===== config.mk =====
export PLATFORM = sky130hd
export DESIGN_NAME = rsc_reset_source_control
export DESIGN_NICKNAME = d
export VERILOG_FILES = /design/src/include/rsc_pkg.sv /design/src/hdl/rsc_timer.sv /design/src/hdl/rsc_reset_source_control.sv
export SDC_FILE = /design/constraint.sdc
export NUM_CORES = 1
export LEC_CHECK = 0
export BUFFER_PORTS_ARGS = -buffer_cell sky130_fd_sc_hd__buf_2
export CAP_MARGIN = 20
export CORE_AREA = 2 2 116 85
export DETAILED_ROUTE_END_ITERATION = 8
export DIE_AREA = 0 0 118 87
export GPL_TIMING_DRIVEN = 0
export PLACE_DENSITY = 0.91
export SYNTH_ARGS = -nofsm -noshare
export SYNTH_HDL_FRONTEND = slang
export SYNTH_SLANG_ARGS = --single-unit

===== constraint.sdc =====
create_clock -name hclk -period 5.22 [get_ports hclk]
set_input_delay 1.044 -clock hclk [delete_from_list [all_inputs] [get_ports hclk]]
set_output_delay 1.044 -clock hclk [all_outputs]
set_load 0.05 [all_outputs]

===== src/include/rsc_pkg.sv =====
/*
 Package of the reset source control block: register map, field
 positions, reset values, cause encoding, state type and timing counts.
 Assumes the block runs on hclk at 20 MHz and is reached over AHB-Lite.
*/
`default_nettype none
package rsc_pkg;
   // Clock
   localparam int CLK_PERIOD_NS = 50;

   // Register indices; byte address is four times the index
   localparam logic [29:0] IDX_RESET_SOURCE = 30'h0000_00ef;
   localparam logic [29:0] IDX_SUPPLY_MONITOR = 30'h0000_00ff;
   localparam logic [29:0] IDX_ENABLE_VIEW = 30'h0000_00f0;

   // Field positions, shared by cause vector and flags; BIT_MON_EN and BIT_MON_STAT are supply monitor bits
   localparam int BIT_USB = 7;
   localparam int BIT_FLASH = 6;
   localparam int BIT_CMP = 5;
   localparam int BIT_SW = 4;
   localparam int BIT_WDT = 3;
   localparam int BIT_MCD = 2;
   localparam int BIT_POR = 1;
   localparam int BIT_PIN = 0;
   localparam int BIT_MON_EN = 7;
   localparam int BIT_MON_STAT = 6;

   // Values left after power-on
   localparam logic [7:0] FLAGS_POR = 8'h02;
   localparam logic MON_EN_POR = 1'b1;

   // Restart address
   localparam logic [15:0] RESET_VECTOR = 16'h0000;

   // Timing figures in ns and derived cycle counts
   localparam int MCD_MIN_NS = 100000;
   localparam int MCD_TYP_NS = 220000;
   localparam int MCD_MAX_NS = 500000;
   localparam int MCD_CYCLES = MCD_TYP_NS / CLK_PERIOD_NS;
   localparam int MON_TURN_ON_NS = 100000;
   localparam int MON_CYCLES =
      (MON_TURN_ON_NS + CLK_PERIOD_NS - 1) / CLK_PERIOD_NS;
   localparam int RELEASE_NS = 5000;
   localparam int RELEASE_CYCLES =
      (RELEASE_NS + CLK_PERIOD_NS - 1) / CLK_PERIOD_NS;
   localparam int TIMER_W = 16;
   localparam int REL_W = 8;

   // Synchroniser lanes of pin-level inputs
   localparam int SY_PIN = 0;
   localparam int SY_VBUS = 1;
   localparam int SY_CMP = 2;
   localparam int SY_VDD = 3;
   localparam int SY_SCLK = 4;
   localparam int SY_N = 5;
   localparam logic [SY_N-1:0] SYNC_RESET = 5'h01;

   typedef enum logic [1:0] {st_run, st_hold, st_release} rsc_state_e;

   typedef struct packed {
      rsc_state_e st;
      logic [SY_N-1:0] sync1;
      logic [SY_N-1:0] sync2;
      logic sclk_prev;
      logic usb_en;
      logic comp_en;
      logic mcd_en;
      logic vdd_sel;
      logic mon_en;
      logic sw_req;
      logic [7:0] flags;
      logic [REL_W-1:0] rel_cnt;
      logic wr_pend;
      logic [29:0] wr_idx;
      logic [31:0] rdata;
   } rsc_regs_s;
endpackage : rsc_pkg
`default_nettype wire


===== src/hdl/rsc_timer.sv =====
/*
 Timeout counter: counts hclk cycles since clear was last high and
 raises expired once the count reaches COUNT, holding it until cleared.
 Assumes clear comes from logic on hclk.
*/
`timescale 1ns/1ns
`default_nettype none
module rsc_timer
   import rsc_pkg::*;
#(
   parameter int W = TIMER_W,
   parameter int COUNT = MON_CYCLES
)
(
   input wire logic hclk,
   input wire logic hresetn,
   input wire logic clear,
   output logic expired
);
   typedef struct packed {
      logic [W-1:0] cnt;
      logic done;
   } rsc_timer_s;

   localparam logic [W-1:0] LAST = W'(COUNT - 1);

   rsc_timer_s q;
   rsc_timer_s next_q;

   always_comb
   begin
      next_q = q;
      if (clear)
      begin
         next_q.cnt = '0;
         next_q.done = 1'b0;
      end
      else if (!q.done)
      begin
         if (q.cnt == LAST)
            next_q.done = 1'b1;
         else
            next_q.cnt = q.cnt + W'(1);
      end
   end

   always_ff @(posedge hclk or negedge hresetn)
   begin
      if (!hresetn)
         q <= '0;
      else
         q <= next_q;
   end

   assign expired = q.done;
endmodule : rsc_timer
`default_nettype wire


===== src/hdl/rsc_reset_source_control.sv =====
/*
 Reset source control: collects reset causes into one system reset,
 records the cause flags, and holds the reset source register as an
 AHB-Lite slave with zero wait states.
 Assumes hresetn is the power-on reset of an always-on domain, and that
 watchdog, flash error and USB bus-reset inputs are hclk pulses/levels.
// Operation
// - Bit 7 write enables or disables USB as a reset source.
// - Enabled USB source resets on bus reset if USB function enabled.
// - Enabled USB source resets when bus-power level matches polarity.
// - USB reset sets USB flag and leaves the reset pin undriven.
// - Flash error flag reads 1 only after a flash access error reset.
// - Bit 5 enables active-low comparator reset; reads comparator cause.
// - Writing 1 to bit 4 forces reset; reads software cause.
// - Watchdog flag reads 1 exactly after a watchdog timeout reset.
// - Bit 2 enables clock-loss detector; reads detector cause.
// - Clock-loss timeout lies between 100 and 500 us, typically 220.
// - Power-on sets bit 1; writing bit 1 selects supply monitor source.
// - Other flags are meaningless while the power-on flag is set.
// - Pin reset flag reads 1 exactly after an external pin reset.
// - Read-modify-write sees stored enables, not cause flags.
// - At least 5 us pass between reset release and code execution.
// - Only power-on enables the supply monitor; other resets keep it.
// - Every reset restarts execution at address 0x0000.
*/
// Local design decision: the AHB-Lite register port.
`timescale 1ns/1ns
`default_nettype none
module rsc_reset_source_control
   import rsc_pkg::*;
#(
   parameter int MCD_COUNT = MCD_CYCLES
)
(
   input wire logic hclk,
   input wire logic hresetn,
   input wire logic hsel,
   input wire logic [31:0] haddr,
   input wire logic [1:0] htrans,
   input wire logic hwrite,
   input wire logic [2:0] hsize,
   input wire logic [31:0] hwdata,
   input wire logic hready,
   output logic hreadyout,
   output logic hresp,
   output logic [31:0] hrdata,
   input wire logic rst_pin_n_in,
   output logic rst_pin_out,
   output logic rst_pin_oe,
   input wire logic vbus_in,
   input wire logic bus_power_polarity_select,
   input wire logic usb_bus_reset,
   input wire logic usb_function_enabled,
   input wire logic comparator_in,
   input wire logic comparator_enabled,
   input wire logic vdd_above_in,
   input wire logic sys_clk_in,
   input wire logic watchdog_timeout,
   input wire logic flash_error,
   output logic supply_monitor_enable,
   output logic system_reset_n,
   output logic [15:0] restart_address
);
   rsc_regs_s q;
   rsc_regs_s next_q;
   logic [7:0] cause;
   logic [7:0] enables;
   logic sclk_edge;
   logic mcd_clear;
   logic mcd_expired;
   logic mon_clear;
   logic mon_stable;
   logic pin_masked;
   logic take;
   logic [29:0] a_idx;

   // Clock-loss one-shot restarted by every sampled rising edge of the system clock
   assign sclk_edge = q.sync2[SY_SCLK] & ~q.sclk_prev;
   assign mcd_clear = ~q.mcd_en | sclk_edge;

   rsc_timer #(
      .W(TIMER_W),
      .COUNT(MCD_COUNT)
   ) u_mcd (
      .hclk(hclk),
      .hresetn(hresetn),
      .clear(mcd_clear),
      .expired(mcd_expired)
   );

   // Monitor counts as stable only after its turn-on time
   assign mon_clear = ~q.mon_en;

   rsc_timer #(
      .W(TIMER_W),
      .COUNT(MON_CYCLES)
   ) u_mon (
      .hclk(hclk),
      .hresetn(hresetn),
      .clear(mon_clear),
      .expired(mon_stable)
   );

   // Pin is ignored while this block drives it and through its release
   assign pin_masked = q.flags[BIT_POR] && (q.st != st_run);

   always_comb
   begin
      cause = '0;
      cause[BIT_USB] = q.usb_en &
         ((usb_bus_reset & usb_function_enabled) |
          (q.sync2[SY_VBUS] == bus_power_polarity_select));
      cause[BIT_FLASH] = flash_error;
      cause[BIT_CMP] = q.comp_en & comparator_enabled &
         ~q.sync2[SY_CMP];
      cause[BIT_SW] = q.sw_req;
      cause[BIT_WDT] = watchdog_timeout;
      cause[BIT_MCD] = q.mcd_en & mcd_expired;
      // Selecting an unready monitor resets, as the hardware would
      cause[BIT_POR] = q.vdd_sel &
         (~q.mon_en | ~mon_stable | ~q.sync2[SY_VDD]);
      cause[BIT_PIN] = ~q.sync2[SY_PIN] & ~pin_masked;
   end

   assign enables = {q.usb_en, 1'b0, q.comp_en, 1'b0, 1'b0, q.mcd_en,
                     q.vdd_sel, 1'b0};

   assign take = hsel & htrans[1] & hready;
   assign a_idx = haddr[31:2];

   always_comb
   begin
      next_q = q;
      next_q.sync1 = {sys_clk_in, vdd_above_in, comparator_in, vbus_in,
                      rst_pin_n_in};
      next_q.sync2 = q.sync1;
      next_q.sclk_prev = q.sync2[SY_SCLK];

      // Data phase of a write taken in the previous cycle
      if (q.wr_pend)
      begin
         if (q.wr_idx == IDX_RESET_SOURCE || q.wr_idx == IDX_ENABLE_VIEW)
         begin
            next_q.usb_en = hwdata[BIT_USB];
            next_q.comp_en = hwdata[BIT_CMP];
            next_q.mcd_en = hwdata[BIT_MCD];
            next_q.vdd_sel = hwdata[BIT_POR];
            if (hwdata[BIT_SW])
               next_q.sw_req = 1'b1;
         end
         else if (q.wr_idx == IDX_SUPPLY_MONITOR)
            next_q.mon_en = hwdata[BIT_MON_EN];
      end

      // Address phase: latch write target, prepare read data
      next_q.wr_pend = take & hwrite;
      next_q.wr_idx = a_idx;
      if (take && !hwrite)
      begin
         if (a_idx == IDX_RESET_SOURCE)
            next_q.rdata = {24'h000000, q.flags};
         else if (a_idx == IDX_ENABLE_VIEW)
            next_q.rdata = {24'h000000, enables};
         else if (a_idx == IDX_SUPPLY_MONITOR)
            next_q.rdata = {24'h000000, q.mon_en, q.sync2[SY_VDD],
                            6'h00};
         else
            next_q.rdata = 32'h0000_0000;
      end

      unique case (q.st)
         st_run:
         begin
            if (|cause)
            begin
               next_q.st = st_hold;
               next_q.flags = cause;
               // USB and comparator sources need re-arming; monitor enable
               // is kept so a brown-out stays covered
               next_q.usb_en = 1'b0;
               next_q.comp_en = 1'b0;
               next_q.sw_req = 1'b0;
            end
         end
         st_hold:
         begin
            next_q.flags = q.flags | cause;
            if (cause[BIT_POR])
               next_q.flags = FLAGS_POR;
            if (cause == 8'h00)
            begin
               next_q.st = st_release;
               next_q.rel_cnt = '0;
            end
         end
         st_release:
         begin
            if (|cause)
            begin
               next_q.st = st_hold;
               next_q.flags = q.flags | cause;
            end
            else if (q.rel_cnt == REL_W'(RELEASE_CYCLES - 1))
               next_q.st = st_run;
            else
               next_q.rel_cnt = q.rel_cnt + REL_W'(1);
         end
      endcase
   end

   always_ff @(posedge hclk or negedge hresetn)
   begin
      if (!hresetn)
      begin
         q <= '0;
         q.st <= st_hold;
         q.sync1 <= SYNC_RESET;
         q.sync2 <= SYNC_RESET;
         q.flags <= FLAGS_POR;
         q.mon_en <= MON_EN_POR;
      end
      else
         q <= next_q;
   end

   // Only power-on or brown-out drives the pin low
   assign rst_pin_out = 1'b0;
   assign rst_pin_oe = (q.st == st_hold) && q.flags[BIT_POR];

   assign system_reset_n = (q.st == st_run);
   assign restart_address = RESET_VECTOR;
   assign supply_monitor_enable = q.mon_en;

   assign hreadyout = 1'b1;
   assign hresp = 1'b0;
   assign hrdata = q.rdata;

   logic unused_ok;
   assign unused_ok = ^{hsize, MCD_MIN_NS[0], MCD_MAX_NS[0]};
endmodule : rsc_reset_source_control
`default_nettype wire


# Word level (Yosys, flattened, before mapping)
# Index checks and enable logic that the tools add are counted.
dict set report op_classes {
  add_sub_neg 3
  n_eq_ne 22
  muxes 33
  bitwise_logic 25
  n_reduce_logical 17
}
# op n
set op_table {}
lappend op_table {{equality test 30 x 8 -> 1 bit (second input constant)} 6}
lappend op_table {{2-to-1 mux 17 bit} 4}
lappend op_table {{2-to-1 mux 8 bit} 8}
lappend op_table {{adder 16 x 1 -> 16 bit (second input constant)} 2}
lappend op_table {{2-to-1 mux 16 bit} 2}
lappend op_table {{case mux 8 bit (3 select lines)} 1}
lappend op_table {{equality test 16 x 11 -> 1 bit (second input constant)} 1}
lappend op_table {{equality test 16 x 13 -> 1 bit (second input constant)} 1}
lappend op_table {{inequality test 2 bit (second input constant)} 8}
lappend op_table {{case mux 8 bit (2 select lines)} 1}
lappend op_table {{2-to-1 mux 2 bit} 6}
lappend op_table {{bitwise AND 1 bit} 11}
lappend op_table {{2-to-1 mux 9 bit} 1}
lappend op_table {{NOT 1 bit} 9}
lappend op_table {{adder 8 x 1 -> 8 bit (second input constant)} 1}
lappend op_table {{equality test 8 x 7 -> 1 bit (second input constant)} 1}
lappend op_table {{logical NOT 8 bit} 1}
lappend op_table {{OR 8 bit} 1}
lappend op_table {{AND reduction 2 bit} 4}
lappend op_table {{OR reduction 8 bit} 1}
lappend op_table {{2-to-1 mux 1 bit} 7}
lappend op_table {{2-to-1 mux 6 bit} 1}
lappend op_table {{case mux 2 bit (3 select lines)} 1}
lappend op_table {{AND reduction 3 bit} 2}
lappend op_table {{13 further kinds} 19}
dict set report word_totals {
  reg_bits 132
  in_bits 85
  out_inout_bits 54
  word_cells 119
}

# Depth between registers and ports, before layout
dict set report logic_depth {
  depth_word 7
  mapped_depth 8
  ltp_nobuf 7
}

# Modules after synthesis
# Synthesis repeated with hierarchy kept, for this count alone.
dict set report hier_totals {
  cells_unflattened 456
  hier_area_um2 5139.9
}
# mod n_inst cells_per_inst area_each_um2 seq_area_each_um2
set modules_own_cells {}
lappend modules_own_cells {rsc_reset_source_control 1 279 3321.9 1858.0}
lappend modules_own_cells {{rsc_timer (u_mcd)} 1 90 923.4 425.4}
lappend modules_own_cells {{rsc_timer (u_mon)} 1 87 894.6 425.4}

# Least setup slack after synthesis
# OpenSTA, ideal clock, no wires.
dict set report synth_path {
  kind {input to register}
  start {input port haddr[19]}
  end {register q, in the netlist hrdata[1]}
  setup_ns 0.068
  t_arrival_ns 2.388
  required_time_ns 5.152
  slack_ns 2.765
  path_stages 5
  path_buffers 0
  cell_sequence {nor4b_1 > and4_1 > nand4_1 > nor4_1 > a221o_1}
}
dict set report synth_between {
  elab_chain_len 3
  word_cells_on_any_way 4
  cone_classes {2 x eq/ne; 2 x mux}
}
# element line
set synth_lines {}
lappend synth_lines {{start, declared} rsc_reset_source_control.sv:38} ;# input wire logic [31:0] haddr,
lappend synth_lines {{equality test 30 x 8 -> 1 bit} rsc_reset_source_control.sv:162} ;# else if (a_idx == IDX_ENABLE_VIEW)
lappend synth_lines {{2-to-1 mux 8 bit} rsc_reset_source_control.sv:162}
lappend synth_lines {{2-to-1 mux 8 bit (*)} rsc_reset_source_control.sv:160} ;# if (a_idx == IDX_RESET_SOURCE)
lappend synth_lines {{end signal, assigned} rsc_reset_source_control.sv:223} ;# q <= next_q;
lappend synth_lines {{end, declared} rsc_reset_source_control.sv:64} ;# rsc_regs_s q;
# Mark *: on every way between the ends. The rest lies on a longest branch, timed or not.
# A chain may end at the register's enable or synchronous reset.

# Final worst setup path
dict set report layout_path {
  start {register q[96] in the netlist's numbering}
  end {output port rst_pin_oe}
}
dict set report layout_between {
  elab_chain_len 2
}
# element line
set layout_lines {}
lappend layout_lines {{equality test 2 x 1 -> 1 bit} rsc_reset_source_control.sv:228} ;# assign rst_pin_oe = (q.st == st_hold) && q.flags[BIT_POR];
lappend layout_lines {{logical AND 1 bit} rsc_reset_source_control.sv:228}
lappend layout_lines {{end, declared} rsc_reset_source_control.sv:49} ;# output logic rst_pin_oe,
# Every way passes these cells.

==> impl_results.md <==
- Top cells by instance count after synthesis: sky130_fd_sc_hd__dfrtp_1 (103), sky130_fd_sc_hd__buf_4 (52), sky130_fd_sc_hd__nand2_1 (32), sky130_fd_sc_hd__nor2_1 (32), sky130_fd_sc_hd__nor4_1 (18)
- Detail Route Antenna Nets: 0
- Critical register-to-register path endpoint: q[66]$_DFFE_PN0P_
- Width of the die: 118 um
- Terminating pin of the worst hold path: q[87]$_DFF_PN0_
- Buffer levels on the longest clock path: 2
- GRT overflow: 0
- Top post-synthesis cells by area: sky130_fd_sc_hd__dfrtp_1 (51%), sky130_fd_sc_hd__buf_4 (7.7%), sky130_fd_sc_hd__dfstp_2 (2.6%)
- Count of hold buffers inserted by post-cts repair: 0
- Adder-cell share of the synthesized area: 1.48%
- Switching Power: 0.401 mW
- Synth warn: 0
- Number of filler instances in the final layout: 739
- Setup TNS: 0 ps
- Fraction of synthesized cell area taken by the top area cell type: 50.7%
- Post-cts sizing count: 0
- H-tree depth: 3
- Beginning of the worst register-to-register path: q[96]$_DFFE_PN1P_
- Combinational power share: 8.7%
- Maxcap violations: 0
- Minimum setup slack after placement: 1880 ps
- Final Setup Violations: 0
- Initial DRC Count: 313
- Delay of the slowest critical-path stage: 530 ps
- Chip Height: 87 um
- Synth async-reset ratio: 100%
- Port-buffer cells: 62
- Max-slew violations: 0
- Synth Instances: 455
- Data required time at the worst endpoint: 4180 ps
- Minimum setup slack in the final design: 2470 ps
- Nets@finish: 662
- Clock power share: 41.5%
- Routed wire length: 11300 um
- Diodes inserted: 0
- Top cell type by total area after synthesis: sky130_fd_sc_hd__dfrtp_1
- Vias in the first global route: 3687
- Min cycle time layout: 2750 ps
- Cts bufs inserted: 9
- Vias after detailed routing: 3751
- Total of flip-flops plus latches after synthesis: 108
- Number of enable flip-flop cells after synthesis: 0
- Average via count per standard cell: 5.33
- DIE AREA: 0.0103 sq mm
- First-pass GRT wire length: 18400 um
- Master of the slowest instance on the critical path: sky130_fd_sc_hd__dfstp_2
- Worst min-delay path category: reg -> reg
- Top fanout value on the critical path: 8
- Weighted congestion at the end of routability-driven global placement: 0.850
- Sequential-to-total area share from yosys stat: 53.3%
- Core Footprint: 0.00927 sq mm
- Unrepaired setup endpoints after global routing: false
- Register share of total power: 49.9%
- Count of clock tree sinks: 108
- Internal reg-to-reg setup slack: 2870 ps
- Syn_area_per_cell: 11.2 sq um
- Instance count along the most critical hold path: 0
- DRC violations left: 0
- Clock tree from TritonCTS: built
- Dominant combinational cell family by area after synthesis: simple AND/OR/NAND/NOR gates
- Switching Share: 23.3%
- Count of unique library cells instantiated by Yosys: 64
- Capturing element type of the critical path: output port
- R2r worst-path depth: 7
- Slew HR: 26.6%
- Worst clock skew: 7.89 ps
- Routed length per instance: 16.1 um
- Initial antenna violation count: 0
- Post-synthesis instance area: 0.00509 sq mm
- Clock slew seen by the registers of the worst setup and hold paths: 70 ps
- Clock root buffer: sky130_fd_sc_hd__clkbuf_16
- Period utilisation layout: 52.7%
- Source-to-sink clock delay at the later pin of the worst-skew pair: 340 ps
- Cell-internal power: 1.32 mW
- Fraction of layout instances using a drive strength above 1: 26.7%
- Total power per unit cell area: 284 mW/mm^2
- Post-route worst hold slack: 357 ps
- Slew at the pin closest to its max-slew limit: 1090 ps
- Dominant register cell in the synthesized netlist: sky130_fd_sc_hd__dfrtp_1
- Top achievable clock speed: 0.364 GHz
- Number of buffers inserted to repair setup after CTS: 0
- Total number of placement rows: 30
- Arrival time of data at the critical path endpoint: 1710 ps
- Buf/Inv on CP: 1
- Critical path start-end classification: reg -> out
- Most common cell in the synthesized netlist: sky130_fd_sc_hd__dfrtp_1
- Overall routing resource usage: 23.1%
- Area share of and/or/nand/nor cells after synthesis: 17.8%
- Number of search-and-repair iterations in the first detailed-routing pass: 5
- Cell chain of the critical path: ha_1 > and2_1 > buf_2
- XOR/XNOR share of the synthesized area: 4.99%
- Run status: finished clean
- Boundary pin count: 139
- Hold violation total from the final report: 0
- Area fraction in compound gates after synthesis: 11.5%
- Crit path max-delay family: flip-flops
- Area Overhead vs Synth: 19.3%
- Starting density of the core: 54.9%
- Largest vdd supply drop: 0.243 mV
- Detailed-placement wirelength estimate: 8210 um
- Setup crit start kind: register
- Maximum number of pins on one net before global-route repair: 78
- Mux share of post-synthesis cell area: 1.65%
- Standby leakage power: 2.82 nW
- Worst Hold Launch: next_q[87]$_DFF_PN0_
## power by group through the flow
stage	clock [mW]	combinational (mW)	sequential, mW
3_5_place_dp	0	0.148	0.876
6_report	0.716	0.149	0.860
5_1_grt	0.761	0.160	0.861
3_3_place_gp	0	0.143	0.875
2_1_floorplan	0	0.102	0.874
4_1_cts	0.724	0.149	0.860
## cell families (layout without fill, tap and decap cells)
logic type | after synthesis | count (layout)
compound gates | 70 | 70
xor+xnor | 29 | 29
fa+ha+maj | 6 | 6
buf+inv | 69 | 149
flops | 108 | 108
mux | 8 | 8
other cells | 2 | 43
simple gates | 163 | 163
## worst max-delay path by stage
stage                                 start                     to  slack (ps)  depth (start not counted)
after floorplan                   haddr[19]  hrdata[1]$_DFFE_PN0P_        2760                          5
after global placement            haddr[19]  hrdata[5]$_DFFE_PN0P_        1970                          6
after detailed placement          haddr[19]  hrdata[1]$_DFFE_PN0P_        1880                          6
after CTS                         haddr[19]  hrdata[1]$_DFFE_PN0P_        2190                          6
after global routing              haddr[19]  hrdata[5]$_DFFE_PN0P_        2350                          7
final                     q[96]$_DFFE_PN1P_             rst_pin_oe        2470                          3
## metal layers
metal / track usage (%) / part of all wire [%] / vias to the layer above
met5: 0 / 0 / -
met4: 6.68 / 0.73 / 0
met3: 5.10 / 6.0 / 8
met2: 38.7 / 51 / 122
met1: 30.7 / 42 / 1833
li1: - / - / 1788
## flip-flops by register name, summed over array words and instances (netlist names)
name and cells:
supply_monitor_enable 1, next_q 6, u_mcd.expired 1, cause 1, hrdata 8, u_mcd.q 16
q 54, u_mon.expired 1, u_mon.q 16, enables 4
## layout make-up
cell class	instances	area [sq um]	share of cell area (%)
clock buffer	14	284	4.68
buffer	59	425	7.01
sequential	108	2710	44.6
timing repair buffer	64	345	5.69
multi-input combinational	319	2070	34.1
inverter	10	37.5	0.619
clock inverter	2	38.8	0.639
tap	128	160	2.64
## cell usage in the layout, fill, tap and decap left out, types with 11 or more instances in the layout
| master | Yosys | final |
|---|---|---|
| sky130_fd_sc_hd__buf_2 | 1 | 62 |
| sky130_fd_sc_hd__a21oi_1 | 11 | 11 |
| sky130_fd_sc_hd__xnor2_1 | 14 | 14 |
| sky130_fd_sc_hd__xor2_1 | 15 | 15 |
| sky130_fd_sc_hd__nand2_1 | 32 | 32 |
| sky130_fd_sc_hd__buf_4 | 52 | 53 |
| sky130_fd_sc_hd__nor2_1 | 32 | 32 |
| sky130_fd_sc_hd__nand4_1 | 12 | 12 |
| sky130_fd_sc_hd__dfrtp_1 | 103 | 103 |
| sky130_fd_sc_hd__nand3_1 | 15 | 15 |
| sky130_fd_sc_hd__conb_1 | 2 | 43 |
| sky130_fd_sc_hd__nor4_1 | 18 | 18 |
| sky130_fd_sc_hd__nor3_1 | 14 | 14 |
| sky130_fd_sc_hd__a22o_1 | 11 | 11 |
## stage by stage
| step | utilization [%] | cells | area [sq um] | total power, mW |
|---|---|---|---|---|
| floorplan | - | 496 | 5240 | 0.976 |
| global placement | 61.6 | 686 | 5710 | 1.02 |
| detailed placement | 61.9 | 687 | 5740 | 1.02 |
| CTS | 65.4 | 703 | 6060 | 1.73 |
| global route | 65.5 | 704 | 6070 | 1.78 |
| finish | 65.5 | 704 | 6070 | 1.73 |
No activity file was read; power rests on OpenSTA's default activity.
